--- src/core/led_pwm_pkg.sv ---
// Constants, register map and carrier types of the LED switch PWM block.
// Assumes a 20 MHz aclk and an AXI4-Lite master with 32-bit data.
package led_pwm_pkg;

  localparam int          NUM_CH          = 8;
  localparam int          DUTY_W          = 8;
  localparam int          CLK_HZ          = 20000000;
  localparam int          CLK_PER_TICK    = 256;
  localparam int          FAIL_FREQ_HZ    = 5000;
  localparam int          FAIL_CYC        = CLK_HZ / FAIL_FREQ_HZ;
  localparam int          WAKE_TIME_S     = 2;
  localparam int          WAKE_CYC        = WAKE_TIME_S * CLK_HZ;
  localparam int          FAIL_CNT_W      = 16;
  localparam int          WAKE_CNT_W      = 26;
  localparam logic [7:0]  PHASE_STEP      = 8'h40;

  localparam logic [7:0]  OFF_INIT        = 8'h00;
  localparam logic [7:0]  OFF_CH0         = 8'h04;
  localparam logic [7:0]  OFF_CH_LAST     = 8'h20;
  localparam logic [7:0]  OFF_OUT_EN      = 8'h28;
  localparam logic [7:0]  OFF_IN_SEL_A    = 8'h2C;
  localparam logic [7:0]  OFF_IN_SEL_B    = 8'h30;
  localparam logic [7:0]  OFF_IN_SEL_C    = 8'h34;
  localparam logic [7:0]  OFF_GLOBAL_ONE  = 8'h38;
  localparam logic [7:0]  OFF_GLOBAL_TWO  = 8'h3C;
  localparam logic [7:0]  OFF_STATUS_SUM  = 8'h40;
  localparam logic [7:0]  OFF_STATUS_CLK  = 8'h44;

  localparam int          CH_DUTY_LSB     = 0;
  localparam int          CH_PHASE_LSB    = 9;
  localparam int          CH_SRC_LSB      = 11;
  localparam int          INIT_ALIGN_BIT  = 8;
  localparam int          CLK_FAIL_BIT    = 3;
  localparam logic [1:0]  AXI_OKAY        = 2'b00;
  localparam logic [1:0]  AXI_SLVERR      = 2'b10;
  localparam logic [7:0]  DIRECT_MASK     = 8'h77;

  typedef enum logic [1:0] {
    SRC_INDIV, SRC_GLOBAL_ONE, SRC_GLOBAL_TWO, SRC_FULL_ON
  } duty_source_type;

  typedef struct packed {
    logic [7:0] duty;
    logic       full_on;
    logic       off;
  } duty_set_type;

  typedef struct packed {
    logic [7:0] duty;
    logic [1:0] phase;
    logic [1:0] src;
  } chan_cfg_type;

  function automatic duty_set_type resolve(input chan_cfg_type cfg,
                                           input logic [1:0] gate_sel,
                                           input logic       direct_in,
                                           input logic [7:0] g_one,
                                           input logic [7:0] g_two);
    duty_set_type r;
    logic [1:0]   sel;
    r   = '{duty: 8'h00, full_on: 1'b0, off: 1'b0};
    sel = cfg.src;
    if (gate_sel != 2'b00 && !direct_in) begin
      case (gate_sel)
        2'b01:   r.duty = g_one;
        2'b10:   r.duty = g_two;
        default: r.off  = 1'b1;
      endcase
    end else begin
      case (sel)
        2'b00:   r.duty    = cfg.duty;
        2'b01:   r.duty    = g_one;
        2'b10:   r.duty    = g_two;
        default: r.full_on = 1'b1;
      endcase
    end
    return r;
  endfunction : resolve

endpackage : led_pwm_pkg

--- src/core/led_pwm_timebase.sv ---
// Timebase edge finder and clock-loss watchdog for the PWM clock pin.
// Assumes the pin input is asynchronous to aclk.
`timescale 1ns/1ps
module led_pwm_timebase
  import led_pwm_pkg::*;
(
  input  wire logic aclk,
  input  wire logic aresetn,
  input  wire logic enable,
  input  wire logic pin_in,
  output logic      tick,
  output logic      fail
);

  typedef struct packed {
    logic                  s1;
    logic                  s2;
    logic                  s3;
    logic [FAIL_CNT_W-1:0] gap;
    logic                  tick;
    logic                  fail;
  } tb_state_type;

  tb_state_type st_q;
  tb_state_type st_d;

  localparam logic [FAIL_CNT_W-1:0] GAP_MAX = FAIL_CNT_W'(FAIL_CYC);

  always_comb begin
    st_d      = st_q;
    st_d.s1   = pin_in;
    st_d.s2   = st_q.s1;
    st_d.s3   = st_q.s2;
    st_d.tick = enable && st_q.s2 && !st_q.s3;
    if (!enable) begin
      st_d.gap  = '0;
      st_d.fail = 1'b0;
    end else if (st_d.tick) begin
      st_d.gap  = '0;
      st_d.fail = 1'b0;
    end else if (st_q.gap > GAP_MAX) begin
      st_d.fail = 1'b1;
    end else begin
      st_d.gap = st_q.gap + FAIL_CNT_W'(1);
    end
  end

  always_ff @(posedge aclk) begin
    if (!aresetn) begin
      st_q <= '0;
    end else begin
      st_q <= st_d;
    end
  end

  assign tick = st_q.tick;
  assign fail = st_q.fail;

endmodule : led_pwm_timebase

--- src/core/led_switch_pwm_source_select.sv ---
// Eight-channel synchronous PWM with duty source selection and AXI4-Lite registers.
// Assumes pins are asynchronous and a single 20 MHz aclk.
//
// The placing of the registers and the AXI4-Lite interface to the registers were left to the implementer.
`timescale 1ns/1ps
module led_switch_pwm_source_select
  import led_pwm_pkg::*;
#(
  parameter int WAKE_CYCLES = WAKE_CYC
)
(
  input  wire logic        aclk,
  input  wire logic        aresetn,
  input  wire logic [7:0]  s_axi_awaddr,
  input  wire logic        s_axi_awvalid,
  output logic             s_axi_awready,
  input  wire logic [31:0] s_axi_wdata,
  input  wire logic [3:0]  s_axi_wstrb,
  input  wire logic        s_axi_wvalid,
  output logic             s_axi_wready,
  output logic [1:0]       s_axi_bresp,
  output logic             s_axi_bvalid,
  input  wire logic        s_axi_bready,
  input  wire logic [7:0]  s_axi_araddr,
  input  wire logic        s_axi_arvalid,
  output logic             s_axi_arready,
  output logic [31:0]      s_axi_rdata,
  output logic [1:0]       s_axi_rresp,
  output logic             s_axi_rvalid,
  input  wire logic        s_axi_rready,
  input  wire logic        device_enable_pin,
  input  wire logic        limp_pin,
  input  wire logic        internal_fail,
  input  wire logic [7:0]  direct_input_pin,
  input  wire logic        pwm_timebase_clock_pin_i,
  output logic             pwm_timebase_clock_pin_o,
  output logic             pwm_timebase_clock_pin_oe,
  output logic [7:0]       channel_out
);

  // How it works
  // - Pin clock gives 256 steps per period
  // - Edge gap above 5 kHz period is failure
  // - On clock failure outputs follow enable bits
  // - Failure flag latched until clock status read clears it
  // - Direct inputs ignored unless gate select set
  // - Enable high: pin is clock input
  // - Wake output high on wakeup or timer
  // - Limp high forces direct input drive; channels 3 and 7 are held low
  // - Internal fail drives outputs from inputs; channels 3 and 7 are held low
  // - Duty 00h off, FFh is 255/256
  // - Per channel phase of 0/90/180/270
  // - Align bit holds shared counter at zero
  // - Duty and source changes wait for wrap
  // - Off and full on apply at once
  // - Enable bit low holds output off unless limp or internal fail
  // - Gate select zero uses source select
  // - Duty from channel, global one, global two
  // - Gate set, input low: gate select decides; channels 3 and 7 ignore gate select
  // - Gate set, input high: source select decides
  // - Enable low is standby with wake output

  typedef struct packed {
    logic [1:0]      stby_s;
    logic [1:0]      limp_s;
    logic [1:0]      fail_s;
    logic [15:0]     din_s;
    logic [7:0]      din_last;
    logic            aw_got;
    logic            w_got;
    logic [7:0]      aw_addr;
    logic [31:0]     w_data;
    logic [3:0]      w_strb;
    logic            bvalid;
    logic [1:0]      bresp;
    logic            rvalid;
    logic [31:0]     rdata;
    logic [1:0]      rresp;
    logic            align;
    logic [NUM_CH*12-1:0] cfg;
    logic [7:0]      out_en;
    logic [15:0]     gate_sel;
    logic [7:0]      g_one;
    logic [7:0]      g_two;
    logic [NUM_CH*10-1:0] act;
    logic [7:0]      cnt;
    logic            clk_fail_flag;
    logic [WAKE_CNT_W-1:0] wake_cnt;
    logic            wake_o;
    logic            wake_oe;
    logic [7:0]      outs;
  } top_state_type;

  top_state_type st_q;
  top_state_type st_d;
  logic          tick;
  logic          tb_fail;

  // Edge finder and clock-loss watchdog
  led_pwm_timebase u_timebase (
    .aclk    (aclk),
    .aresetn (aresetn),
    .enable  (!st_q.stby_s[1]),
    .pin_in  (pwm_timebase_clock_pin_i),
    .tick    (tick),
    .fail    (tb_fail)
  );

  function automatic logic [31:0] apply_strb(input logic [31:0] old_v,
                                             input logic [31:0] new_v,
                                             input logic [3:0]  strb);
    logic [31:0] r;
    r = old_v;
    for (int b = 0; b < 4; b++) begin
      if (strb[b]) r[b*8 +: 8] = new_v[b*8 +: 8];
    end
    return r;
  endfunction : apply_strb

  // Channel register word to stored fields and back
  function automatic logic [31:0] cfg_to_word(input chan_cfg_type cfg);
    logic [31:0] w;
    w                    = 32'h0000_0000;
    w[CH_DUTY_LSB +: 8]  = cfg.duty;
    w[CH_PHASE_LSB +: 2] = cfg.phase;
    w[CH_SRC_LSB +: 2]   = cfg.src;
    return w;
  endfunction : cfg_to_word

  function automatic chan_cfg_type word_to_cfg(input logic [31:0] w);
    chan_cfg_type cfg;
    cfg.duty  = w[CH_DUTY_LSB +: 8];
    cfg.phase = w[CH_PHASE_LSB +: 2];
    cfg.src   = w[CH_SRC_LSB +: 2];
    return cfg;
  endfunction : word_to_cfg

  always_comb begin
    logic          enabled;
    logic          fail_mode;
    logic [7:0]    din;
    logic          wr_go;
    logic          rd_go;
    logic          clear_flag;
    logic [31:0]   rv;
    logic          hit;
    chan_cfg_type  c;
    duty_set_type  ns;
    duty_set_type  cur;
    logic [7:0]    pos;
    logic          pwm_on;
    logic          o;
    enabled    = 1'b0;
    fail_mode  = 1'b0;
    din        = 8'h00;
    wr_go      = 1'b0;
    rd_go      = 1'b0;
    clear_flag = 1'b0;
    rv         = 32'h0000_0000;
    hit        = 1'b0;
    c          = '0;
    ns         = '0;
    cur        = '0;
    pos        = 8'h00;
    pwm_on     = 1'b0;
    o          = 1'b0;
    st_d       = st_q;

    // Pin synchronisers; standby clears to active
    st_d.stby_s = {st_q.stby_s[0], !device_enable_pin};
    st_d.limp_s = {st_q.limp_s[0], limp_pin};
    st_d.fail_s = {st_q.fail_s[0], internal_fail};
    st_d.din_s  = {st_q.din_s[7:0], direct_input_pin};
    enabled     = !st_q.stby_s[1];
    fail_mode   = st_q.limp_s[1] || st_q.fail_s[1];
    din         = st_q.din_s[15:8] & DIRECT_MASK;
    st_d.din_last = din;

    // Write channel
    if (s_axi_awvalid && !st_q.aw_got) begin
      st_d.aw_got  = 1'b1;
      st_d.aw_addr = s_axi_awaddr;
    end
    if (s_axi_wvalid && !st_q.w_got) begin
      st_d.w_got  = 1'b1;
      st_d.w_data = s_axi_wdata;
      st_d.w_strb = s_axi_wstrb;
    end
    if (st_q.bvalid && s_axi_bready) st_d.bvalid = 1'b0;
    wr_go = st_q.aw_got && st_q.w_got && !st_q.bvalid;
    if (wr_go) begin
      st_d.aw_got = 1'b0;
      st_d.w_got  = 1'b0;
      st_d.bvalid = 1'b1;
      st_d.bresp  = AXI_OKAY;
      if (st_q.aw_addr == OFF_INIT) begin
        st_d.align = st_q.w_data[INIT_ALIGN_BIT] && st_q.w_strb[1];
      end else if (st_q.aw_addr >= OFF_CH0 && st_q.aw_addr <= OFF_CH_LAST
                   && st_q.aw_addr[1:0] == 2'b00) begin
        for (int i = 0; i < NUM_CH; i++) begin
          if (st_q.aw_addr == OFF_CH0 + 8'(i * 4)) begin
            st_d.cfg[i*12 +: 12] = word_to_cfg(apply_strb(cfg_to_word(st_q.cfg[i*12 +: 12]),
                                                          st_q.w_data, st_q.w_strb));
          end
        end
      end else if (st_q.aw_addr == OFF_OUT_EN) begin
        st_d.out_en = 8'(apply_strb(32'(st_q.out_en), st_q.w_data, st_q.w_strb));
      end else if (st_q.aw_addr == OFF_IN_SEL_A) begin
        st_d.gate_sel[5:0] = 6'(apply_strb(32'(st_q.gate_sel[5:0]),
                                           st_q.w_data, st_q.w_strb));
      end else if (st_q.aw_addr == OFF_IN_SEL_B) begin
        st_d.gate_sel[11:6] = 6'(apply_strb(32'(st_q.gate_sel[11:6]),
                                            st_q.w_data, st_q.w_strb));
      end else if (st_q.aw_addr == OFF_IN_SEL_C) begin
        st_d.gate_sel[15:12] = 4'(apply_strb(32'(st_q.gate_sel[15:12]),
                                             st_q.w_data, st_q.w_strb));
      end else if (st_q.aw_addr == OFF_GLOBAL_ONE) begin
        st_d.g_one = 8'(apply_strb(32'(st_q.g_one), st_q.w_data, st_q.w_strb));
      end else if (st_q.aw_addr == OFF_GLOBAL_TWO) begin
        st_d.g_two = 8'(apply_strb(32'(st_q.g_two), st_q.w_data, st_q.w_strb));
      end else if (st_q.aw_addr == OFF_STATUS_SUM || st_q.aw_addr == OFF_STATUS_CLK) begin
        st_d.bresp = AXI_OKAY;
      end else begin
        st_d.bresp = AXI_SLVERR;
      end
    end

    // Read channel
    if (st_q.rvalid && s_axi_rready) st_d.rvalid = 1'b0;
    rd_go = s_axi_arvalid && !st_q.rvalid;
    if (rd_go) begin
      hit = 1'b1;
      case (s_axi_araddr)
        OFF_INIT:       rv[INIT_ALIGN_BIT] = st_q.align;
        OFF_OUT_EN:     rv[7:0]  = st_q.out_en;
        OFF_IN_SEL_A:   rv[5:0]  = st_q.gate_sel[5:0];
        OFF_IN_SEL_B:   rv[5:0]  = st_q.gate_sel[11:6];
        OFF_IN_SEL_C:   rv[3:0]  = st_q.gate_sel[15:12];
        OFF_GLOBAL_ONE: rv[7:0]  = st_q.g_one;
        OFF_GLOBAL_TWO: rv[7:0]  = st_q.g_two;
        OFF_STATUS_SUM: rv[CLK_FAIL_BIT] = st_q.clk_fail_flag;
        OFF_STATUS_CLK: begin
          rv[CLK_FAIL_BIT] = st_q.clk_fail_flag;
          clear_flag       = 1'b1;
        end
        default: begin
          hit = 1'b0;
          for (int i = 0; i < NUM_CH; i++) begin
            if (s_axi_araddr == OFF_CH0 + 8'(i * 4)) begin
              rv       = cfg_to_word(st_q.cfg[i*12 +: 12]);
              hit      = 1'b1;
            end
          end
        end
      endcase
      st_d.rvalid = 1'b1;
      st_d.rdata  = rv;
      st_d.rresp  = hit ? AXI_OKAY : AXI_SLVERR;
    end

    // Latched clock-loss flag, set wins over clear
    if (clear_flag) st_d.clk_fail_flag = 1'b0;
    if (tb_fail) st_d.clk_fail_flag = 1'b1;

    // Shared counter; align bit holds it at zero
    if (st_q.align) begin
      st_d.cnt = 8'h00;
    end else if (tick) begin
      st_d.cnt = st_q.cnt + 8'h01;
    end

    // Per channel source, phase and drive
    for (int i = 0; i < NUM_CH; i++) begin
      c   = st_q.cfg[i*12 +: 12];
      ns  = resolve(c, DIRECT_MASK[i] ? st_q.gate_sel[i*2 +: 2] : 2'b00,
                    din[i], st_q.g_one, st_q.g_two);
      cur = st_q.act[i*10 +: 10];
      if (ns.off || ns.full_on || cur.off || cur.full_on) begin
        st_d.act[i*10 +: 10] = ns;
      end else if (tick && st_q.cnt == 8'hFF) begin
        st_d.act[i*10 +: 10] = ns;
      end
      pos    = st_q.cnt - 8'(PHASE_STEP * c.phase);
      pwm_on = cur.full_on || (!cur.off && pos < cur.duty);
      if (fail_mode) begin
        o = DIRECT_MASK[i] && din[i];
      end else if (!st_q.out_en[i]) begin
        o = 1'b0;
      end else if (tb_fail || !enabled) begin
        o = 1'b1;
      end else begin
        o = pwm_on;
      end
      st_d.outs[i] = o;
    end

    // Wake pin role
    st_d.wake_oe = !enabled;
    if (enabled) begin
      st_d.wake_cnt = '0;
    end else if ((din & ~st_q.din_last) != 8'h00) begin
      st_d.wake_cnt = WAKE_CNT_W'(WAKE_CYCLES);
    end else if (st_q.wake_cnt != '0) begin
      st_d.wake_cnt = st_q.wake_cnt - WAKE_CNT_W'(1);
    end
    st_d.wake_o = !enabled && ((din != 8'h00) || (st_q.wake_cnt != '0));
  end

  always_ff @(posedge aclk) begin
    if (!aresetn) begin
      st_q <= '0;
    end else begin
      st_q <= st_d;
    end
  end

  assign s_axi_awready             = s_axi_awvalid && !st_q.aw_got;
  assign s_axi_wready              = s_axi_wvalid && !st_q.w_got;
  assign s_axi_bvalid              = st_q.bvalid;
  assign s_axi_bresp               = st_q.bresp;
  assign s_axi_arready             = s_axi_arvalid && !st_q.rvalid;
  assign s_axi_rvalid              = st_q.rvalid;
  assign s_axi_rdata               = st_q.rdata;
  assign s_axi_rresp               = st_q.rresp;
  assign pwm_timebase_clock_pin_o  = st_q.wake_o;
  assign pwm_timebase_clock_pin_oe = st_q.wake_oe;
  assign channel_out               = st_q.outs;

endmodule : led_switch_pwm_source_select

--- config.mk ---
export PLATFORM = sky130hd
export DESIGN_NAME = led_switch_pwm_source_select
export DESIGN_NICKNAME = d
export VERILOG_FILES = /design/src/core/led_pwm_pkg.sv /design/src/core/led_pwm_timebase.sv /design/src/core/led_switch_pwm_source_select.sv
export SDC_FILE = /design/constraint.sdc
export NUM_CORES = 1
export LEC_CHECK = 0
export ABC_AREA = 1
export BUFFER_PORTS_ARGS = -buffer_cell sky130_fd_sc_hd__buf_2
export CORE_MARGIN = 5
export CORE_UTILIZATION = 56
export CTS_CLUSTER_SIZE = 14
export DETAILED_ROUTE_END_ITERATION = 6
export PLACE_DENSITY_LB_ADDON = 0.2
export SLEW_MARGIN = 20
export SYNTH_ARGS = -nofsm -noshare
export SYNTH_HDL_FRONTEND = slang
export SYNTH_SLANG_ARGS = --single-unit
--- constraint.sdc ---
create_clock -name aclk -period 1.8 [get_ports aclk]
set_input_delay 0.36 -clock aclk [delete_from_list [all_inputs] [get_ports aclk]]
set_output_delay 0.36 -clock aclk [all_outputs]
set_load 0.02 [all_outputs]
==> flow_summary.toml, run 1 <==
[layout]
layout.cells.non_filler = 3564
fin_nets = 3243
drive_above_1_share_pct = 27.6
final_area_um2 = 26000
synthToLayoutAreaGrowth_pct = 37.2
fin_util_pct = 77.6

[power]
seqPwrFrac_pct = 41.9
p_per_area_nw_per_um2 = 730
swShare_pct = 26.1
p_clk_share_pct = 46.7
combPwrFrac_pct = 11.4
p_total_mw = 19.0
switching_power_mw = 4.94
p_int_mw = 14.0
ir_drop_uv = 892
leakagePower_nw = 10.6

[die]
die_w_um = 194
fp-row-count = 67
core-area_um2 = 33400
die_area_um2 = 37600
initial_utilization_pct = 56.6
pin_count = 122
die_h_um = 194

[timing]
fmax_ghz = 0.427
fin_crit_sh_pct = 130
rsz0062_at_grt = "yes"
worst_slack_ns = -0.544
maxSlewHeadroom_pct = 48.9
period_needed_ns = 2.34
drv_slew = 0
setup_violations = 202
worst_pin_slew_ns = 0.762
hold_slack_ns = 0.0147
clock_skew_ns = 0.0165
fin_tns_setup_ns = -48.53
hold_viol = 0

[setup_path]
critical_path_buf_inv_count = 7
crit_type = "reg -> reg"
cp.arrival_ns = 2.78
cpPeakStageDelay_ns = 0.33
crit_path_top_delay_cell = "dfxtp_2"
crit_family = "simple AND/OR/NAND/NOR gates"
crit_required_ns = 2.24
critical_path.max_fanout = 6
crit_chain = "nor2_4, nand3_2, inv_2, nand2_2, nand2_2, nand2_4, nor2_8, inv_6, buf_6, nor2_4, buf_12, buf_12, buf_12, buf_8, nand3_2, nand2_1, nor2_1"
startpoint_type = "flip-flop"
cp_common_cell = "buf_12"
crit_path_end_kind = "flip-flop"

[placement]
io_buffers = 77
gp_congestion = 1.12
place_ws_ns = -0.595
dp_hpwl_um = 54100
dp_cells = 3411
place_area_um2 = 21400

[logic_synthesis]
synth-edff-count = 0
yosys_most_used_dff = "dfxtp_1"
syn_inst = 2773
synthesis.area_um2 = 18900
yosys_warnings = 0
ys_ff_latch = 347
ys_types = 43
async_flop_share_pct = 0
ys_seq_area_share_pct = 36.7
syn_avg_cell_area_um2 = 6.82

[route]
antenna_left = 0
num_vias = 22000
avgRoutedWirePerCell_um = 23.5
drt_first_pass_iters = 7
viasPerCell = 6.17
drc = 10
drt_wl_total_um = 83800
drtIter0Drc = 2873

[cts]
cts_tree = "built"
cts.clk_slew.worst_paths_ns = 0.06
cts.sinks = 347
cts_buffer_depth = 3
htree_num_levels = 2
cts_buffers = 38
clock_latency_ns = 0.56
clock-root-buffer = "clkbuf_16"

[global_route]
first_global_vias = 20100
grt_pass1_wl_um = 116000
gr-usage-all-layers_pct = 39.3
grt-ovfl-total = 0
grt_max_degree = 140
antenna_found_initial = 3

[status]
violations = "design-rule violations, negative setup slack"
status = "finished with violations"

[worst_hold_path]
hold_class = "in -> reg"

[flow_run]
maxCapViolCount = 0
-- sequential cells by signal (all words and copies together) (netlist names) --
name                       cells
s_axi_bresp                    1
st_d                          16
s_axi_rdata                   13
u_timebase.tick                1
channel_out                    8
pwm_timebase_clock_pin_o       1
pwm_timebase_clock_pin_oe      1
st_q                         283
s_axi_bvalid                   1
u_timebase.fail                1
u_timebase.st_d                2
u_timebase.st_q               17
s_axi_rresp                    1
s_axi_rvalid                   1
-- kinds of logic (layout without fill, tap and decap cells) --
kind of cell	count (synthesis)	after routing	synth area share (%)
fa+ha+maj	86	86	5.69
xor+xnor	30	30	1.39
buf+inv	497	817	11.4
compound gates	680	680	19.4
flops	347	347	36.7
other cells	1	22	0.0198
simple gates	1132	1134	25.5
-- cells in the mapped netlist (2+ instances only) --
cell      count  area share, %
a211oi_1     22           0.87
a21oi_1     316            8.4
a22oi_1       3           0.12
a31oi_1       2          0.066
and3_1        4           0.13
buf_1        10           0.20
buf_2        15           0.40
buf_4        48            1.9
buf_6        11           0.65
clkbuf_1     80            1.6
clkinv_1     16           0.32
dfxtp_1     347             37
ha_1         86            5.7
inv_1       316            6.3
nand2_1     470            9.3
nand2_2       3          0.099
nand3_1     221            5.8
nand4_1      20           0.66
nor2_1      330            6.5
nor2_2        3          0.099
nor2_4        3           0.18
nor2_8        2           0.21
nor3_1       41            1.1
nor3_2        2           0.11
nor4_1       17           0.56
o211ai_1      9           0.36
o21a_1        3           0.12
o21ai_0     207            5.5
o221ai_1      6           0.28
o22ai_1     107            3.5
o31ai_1       2          0.079
or2_2        12           0.40
xnor2_1      14           0.65
xor2_1       16           0.74
-- worst min-delay path: cells and delay by family --
family	cells	cell delay (ns)
AND/OR/NAND/NOR	1	0.04
buffers and inverters	2	0.13
-- cell usage in the layout, fill, tap and decap left out, drive strengths merged --
cell type and count:
xor2 16, clkinvlp 6, nand4 20, o21a 3
a21oi 316, o21ai 208, o221ai 6, a22oi 3
nor3 44, a41oi 1, nor4 17, a211oi 22
dfxtp 347, o22ai 107, xnor2 14, ha 86
inv 319, bufinv 8, clkbuf 51, o21bai 1
o211ai 9, clkinv 22, buf 402, o31ai 2
nand3b 1, nand2 476, nor2 338, nand3 221
diode 1, dlygate4sd3 9, and3 4, or2 12
nor3b 1, a31oi 2, conb 21
-- power by group through the flow --
stage / sequential (mW) / clock (mW) / combinational (mW)
after detailed placement: 8.09 / 0 / 1.70
after floorplan: 8.04 / 0 / 1.11
after global placement: 8.09 / 0 / 1.67
after CTS: 7.92 / 8.80 / 1.90
after global routing: 7.95 / 9.17 / 2.31
final: 7.95 / 8.86 / 2.17
-- what timing repair did --
| item | CTS | global route |
|---|---|---|
| gates cloned | 18 | 5 |
| pin swaps | 105 | 116 |
| gates resized for setup | 206 | 350 |
| endpoints found under the setup margin | 177 | 229 |
| hold buffers | 9 | 0 |
| buffers inserted | 42 | 17 |
| endpoints found under the hold margin | 9 | 0 |
-- metal layers --
layer | vias to the layer above | track usage [%] | routed length [um]
met5 | - | 0 | 25
met4 | 4 | 23.3 | 6880
met3 | 423 | 9.42 | 9760
met2 | 1454 | 61.8 | 36700
met1 | 10300 | 49.2 | 30400
li1 | 9806 | - | -
-- cell type report --
class                      count  area (um2)
sequential                   347        6970
tap                          448         561
antenna                        1        2.50
inverter                     333        1290
fill                        2335        7480
timing repair inverter         3        27.5
clock inverter                19         312
clock buffer                  50        1100
timing repair buffer         412        3970
multi-input combinational   1951       11700
-- final timing paths --
kind                     to  slack, ns                start  depth (start not counted)
setup / recovery  st_q[208]      -0.54            st_q[342]                         17
hold / removal    st_d[367]       0.01  direct_input_pin[5]                          3
setup reg to reg  st_q[208]      -0.54            st_q[342]                         17
hold reg to reg   st_d[347]       0.41            st_d[363]                          2
Power figures use the tool's default switching activity.
==> run 2: changes to the inputs <==
--- a/config.mk
+++ b/config.mk
@@ -7,12 +7,14 @@
 export LEC_CHECK = 0
 export ABC_AREA = 1
 export BUFFER_PORTS_ARGS = -buffer_cell sky130_fd_sc_hd__buf_2
-export CORE_MARGIN = 5
-export CORE_UTILIZATION = 56
+export CORE_MARGIN = 1
+export CORE_UTILIZATION = 55
 export CTS_CLUSTER_SIZE = 14
 export DETAILED_ROUTE_END_ITERATION = 6
 export PLACE_DENSITY_LB_ADDON = 0.2
 export SLEW_MARGIN = 20
 export SYNTH_ARGS = -nofsm -noshare
 export SYNTH_HDL_FRONTEND = slang
+export SYNTH_HIERARCHICAL = 1
 export SYNTH_SLANG_ARGS = --single-unit
+export TNS_END_PERCENT = 10
==> run 2 against run 1 <==
Final cell count decreased by 2.8%. Register-to-register slack improved by 0.24 ns. Synthesized cell count decreased by 2.3%. Clock power decreased by 11%. The run ends with negative setup slack left. Sequential cell count unchanged. Critical endpoint is now channel_out[4]. Largest power group is now sequential cells. Die area decreased by 7.9%.
==> flow_summary.toml, run 2 <==
[logic_synthesis]
syn_inst = 2709
yosysMostFrequentCell = "nor2_1"
synth-edff-count = 0
yosys_warnings = 6
ys_seq_area_share_pct = 37.3
ys_top_cells_by_count = "nor2_1 (443), nand2_1 (361), dfxtp_1 (347), inv_1 (312), o21ai_0 (282)"
syn_avg_cell_area_um2 = 6.88
synth_area_leader_cell = "dfxtp_1"
ys_ff_latch = 347
yosys_most_used_dff = "dfxtp_1"
async_flop_share_pct = 0
synth_top_area_share_pct = 37.3
ys_types = 44
synthesis.area_um2 = 18600
synth.area.top_cells = "dfxtp_1 (37%), nor2_1 (8.9%), o21ai_0 (7.6%), nand2_1 (7.3%), inv_1 (6.3%)"

[power]
p_clk_share_pct = 45.2
leakagePower_nw = 10.3
combPwrFrac_pct = 9.5
p_int_mw = 13.1
seqPwrFrac_pct = 45.3
swShare_pct = 25.3
ir_drop_uv = 793
p_per_area_nw_per_um2 = 740
switching_power_mw = 4.42

[cts]
clock_latency_ns = 0.53
cts_tree = "built"
clock-root-buffer = "clkbuf_16"
cts.clk_slew.worst_paths_ns = 0.06
cts_hold_buf = 0
cts_buffer_depth = 3
cts.sinks = 347
htree_num_levels = 2
cts_buffers = 39

[layout]
final_cell_mix = "nor2_1 (416), dfxtp_1 (338), nand2_1 (334), inv_1 (296), buf_4 (244)"
regMostFlops = "st_q"
fin_util_pct = 70.7
drive_above_1_share_pct = 22.3
fin_nets = 3146
largest_reg_flops = 283
synthToLayoutAreaGrowth_pct = 27.0
layout_commonest_cell = "nor2_1"

[setup_path]
crit_chain = "inv_8, ha_4, xnor2_2, xor2_1, inv_1, ha_4, nand2_2, nor2_1, a211oi_2, nand2_1, o21ai_1, nand2_1, a21oi_2"
critical_path.max_fanout = 5
crit_type = "reg -> reg"
cp.arrival_ns = 2.57
reg2reg_depth = 13
startpoint_type = "flip-flop"
crit_required_ns = 2.27
cpPeakStageDelay_ns = 0.40
crit_path_top_delay_cell = "dfxtp_4"
timing.rr.start = "st_q[43]"
crit_path_end_kind = "flip-flop"
r2r-end = "channel_out[4]"
startpoint = "st_q[43]"
ff2ff_setup_slack_ns = -0.30

[route]
antenna_left = 0
drtIter0Drc = 2097
viasPerCell = 5.72
drc = 0
drt_first_pass_iters = 6
drt_wl_total_um = 68000
avgRoutedWirePerCell_um = 19.6
num_vias = 19800

[worst_hold_path]
hold_end = "st_d[363]"
min_from = "direct_input_pin[1]"
worstHoldPathCells = 3
hold_class = "in -> reg"

[placement]
dp_hpwl_um = 50800
gp_congestion = 1.03
io_buffers = 77

[die]
initial_utilization_pct = 55.7
die_w_um = 186
fp-row-count = 67
core-area_um2 = 33400
die_h_um = 186
pin_count = 122
die_area_um2 = 34600

[timing]
drv_slew = 0
setup_violations = 103
rsz0062_at_grt = "yes"
period_needed_ns = 2.10
fin_crit_sh_pct = 117
maxSlewHeadroom_pct = 42.9
clock_skew_ns = 0.0104
hold_viol = 0
fin_tns_setup_ns = -5.45
worst_slack_ns = -0.303
worst_pin_slew_ns = 0.855
fmax_ghz = 0.476

[global_route]
grt_pass1_wl_um = 101000
grt-ovfl-total = 0
first_global_vias = 18100
grt_max_degree = 69
antenna_found_initial = 1
gr-usage-all-layers_pct = 38.5

[status]
status = "finished with violations"
violations = "negative setup slack"

[flow_run]
maxCapViolCount = 0
-- run 2: cell count changes after synthesis, sizes merged, moves of 5 or more --
cell    previous run  this run
nand3            221       122
clkinv            16         4
o22ai            107       113
nor2             338       465
or2               12         5
inv              317       328
a21oi            316       231
o21ai            208       304
clkbuf            80        71
nand3b             1         7
nand2            474       369
xnor2             14        19
nor3              44        65
-- run 2: worst max-delay path by stage --
stage	endpoint	slack [ns]	depth (start not counted)
floorplan	channel_out[5]	-0.09	13
global placement	channel_out[5]	-0.25	13
detailed placement	channel_out[5]	-0.36	13
CTS	channel_out[7]	-0.27	12
global route	channel_out[4]	-0.40	13
finish	channel_out[4]	-0.30	13
-- run 2: power groups by stage --
stage                     Sequential, mW  Combinational (mW)  Clock [mW]
after floorplan                     8.03                1.02           0
after global placement              8.08                1.50           0
after detailed placement            8.08                1.53           0
after CTS                           7.92                1.57        7.95
after global routing                7.94                1.81        8.28
final                               7.93                1.66        7.91
-- run 2: final cells by class --
cell class	count	area (um2)
Timing Repair inverter	2	15.0
Tap cell	448	561
Timing Repair Buffer	367	2940
Inverter	332	1290
Clock inverter	15	160
Antenna cell	1	2.50
Fill cell	2692	9790
Multi-Input combinational cell	1899	10600
Sequential cell	347	6960
Clock buffer	52	1080
-- run 2: cells by family (layout without fill, tap and decap cells) --
group,after synthesis,count (layout),share of synthesized area (%)
other,1,22,0.0201
adder cells (fa/ha/maj),87,87,5.84
flip-flops,347,347,37.3
AND/OR/NAND/NOR,1069,1069,24.5
XOR/XNOR,34,34,1.60
AO/OA/AOI/OAI,688,688,19.9
buffers and inverters,483,768,10.9
-- run 2: stage by stage --
step / area [um2] / power, mW / instances / setup slack, ns / hold slack [ns]
2_1_floorplan: 18800 / 9.05 / 2729 / -0.0921 / 0.390
3_3_place_gp: 21400 / 9.58 / 3386 / -0.246 / 0.393
3_5_place_dp: 21400 / 9.61 / 3386 / -0.359 / 0.396
4_1_cts: 23000 / 17.4 / 3457 / -0.268 / 0.0000145
5_1_grt: 23700 / 18.0 / 3462 / -0.405 / 0.00749
6_report: 23700 / 17.5 / 3463 / -0.303 / 0.0112
-- run 2: repair_timing --
action | 4_1_cts | 5_1_grt
gates resized for setup | 97 | 205
setup buffers | 3 | 4
setup endpoints to repair | 189 | 214
cloned | 1 | 1
pin swaps | 40 | 42
-- run 2: routing by layer --
layer  routed length (um)  up-vias  global-route usage (%)
met2                29600     1005                    59.6
li1                     -     9489                       -
met1                27300     9138                    50.6
met4                 3980        0                    21.3
met5                    0        -                       0
met3                 7120      190                    6.87
-- run 2: critical path, delay by kind of cell (launching register included) --
kind                     cells  cell delay (ns)
buffers and inverters        2             0.18
AO/OA/AOI/OAI                3             0.40
adder cells (fa/ha/maj)      2             0.39
flip-flops                   1             0.40
XOR/XNOR                     2             0.37
AND/OR/NAND/NOR              4             0.30
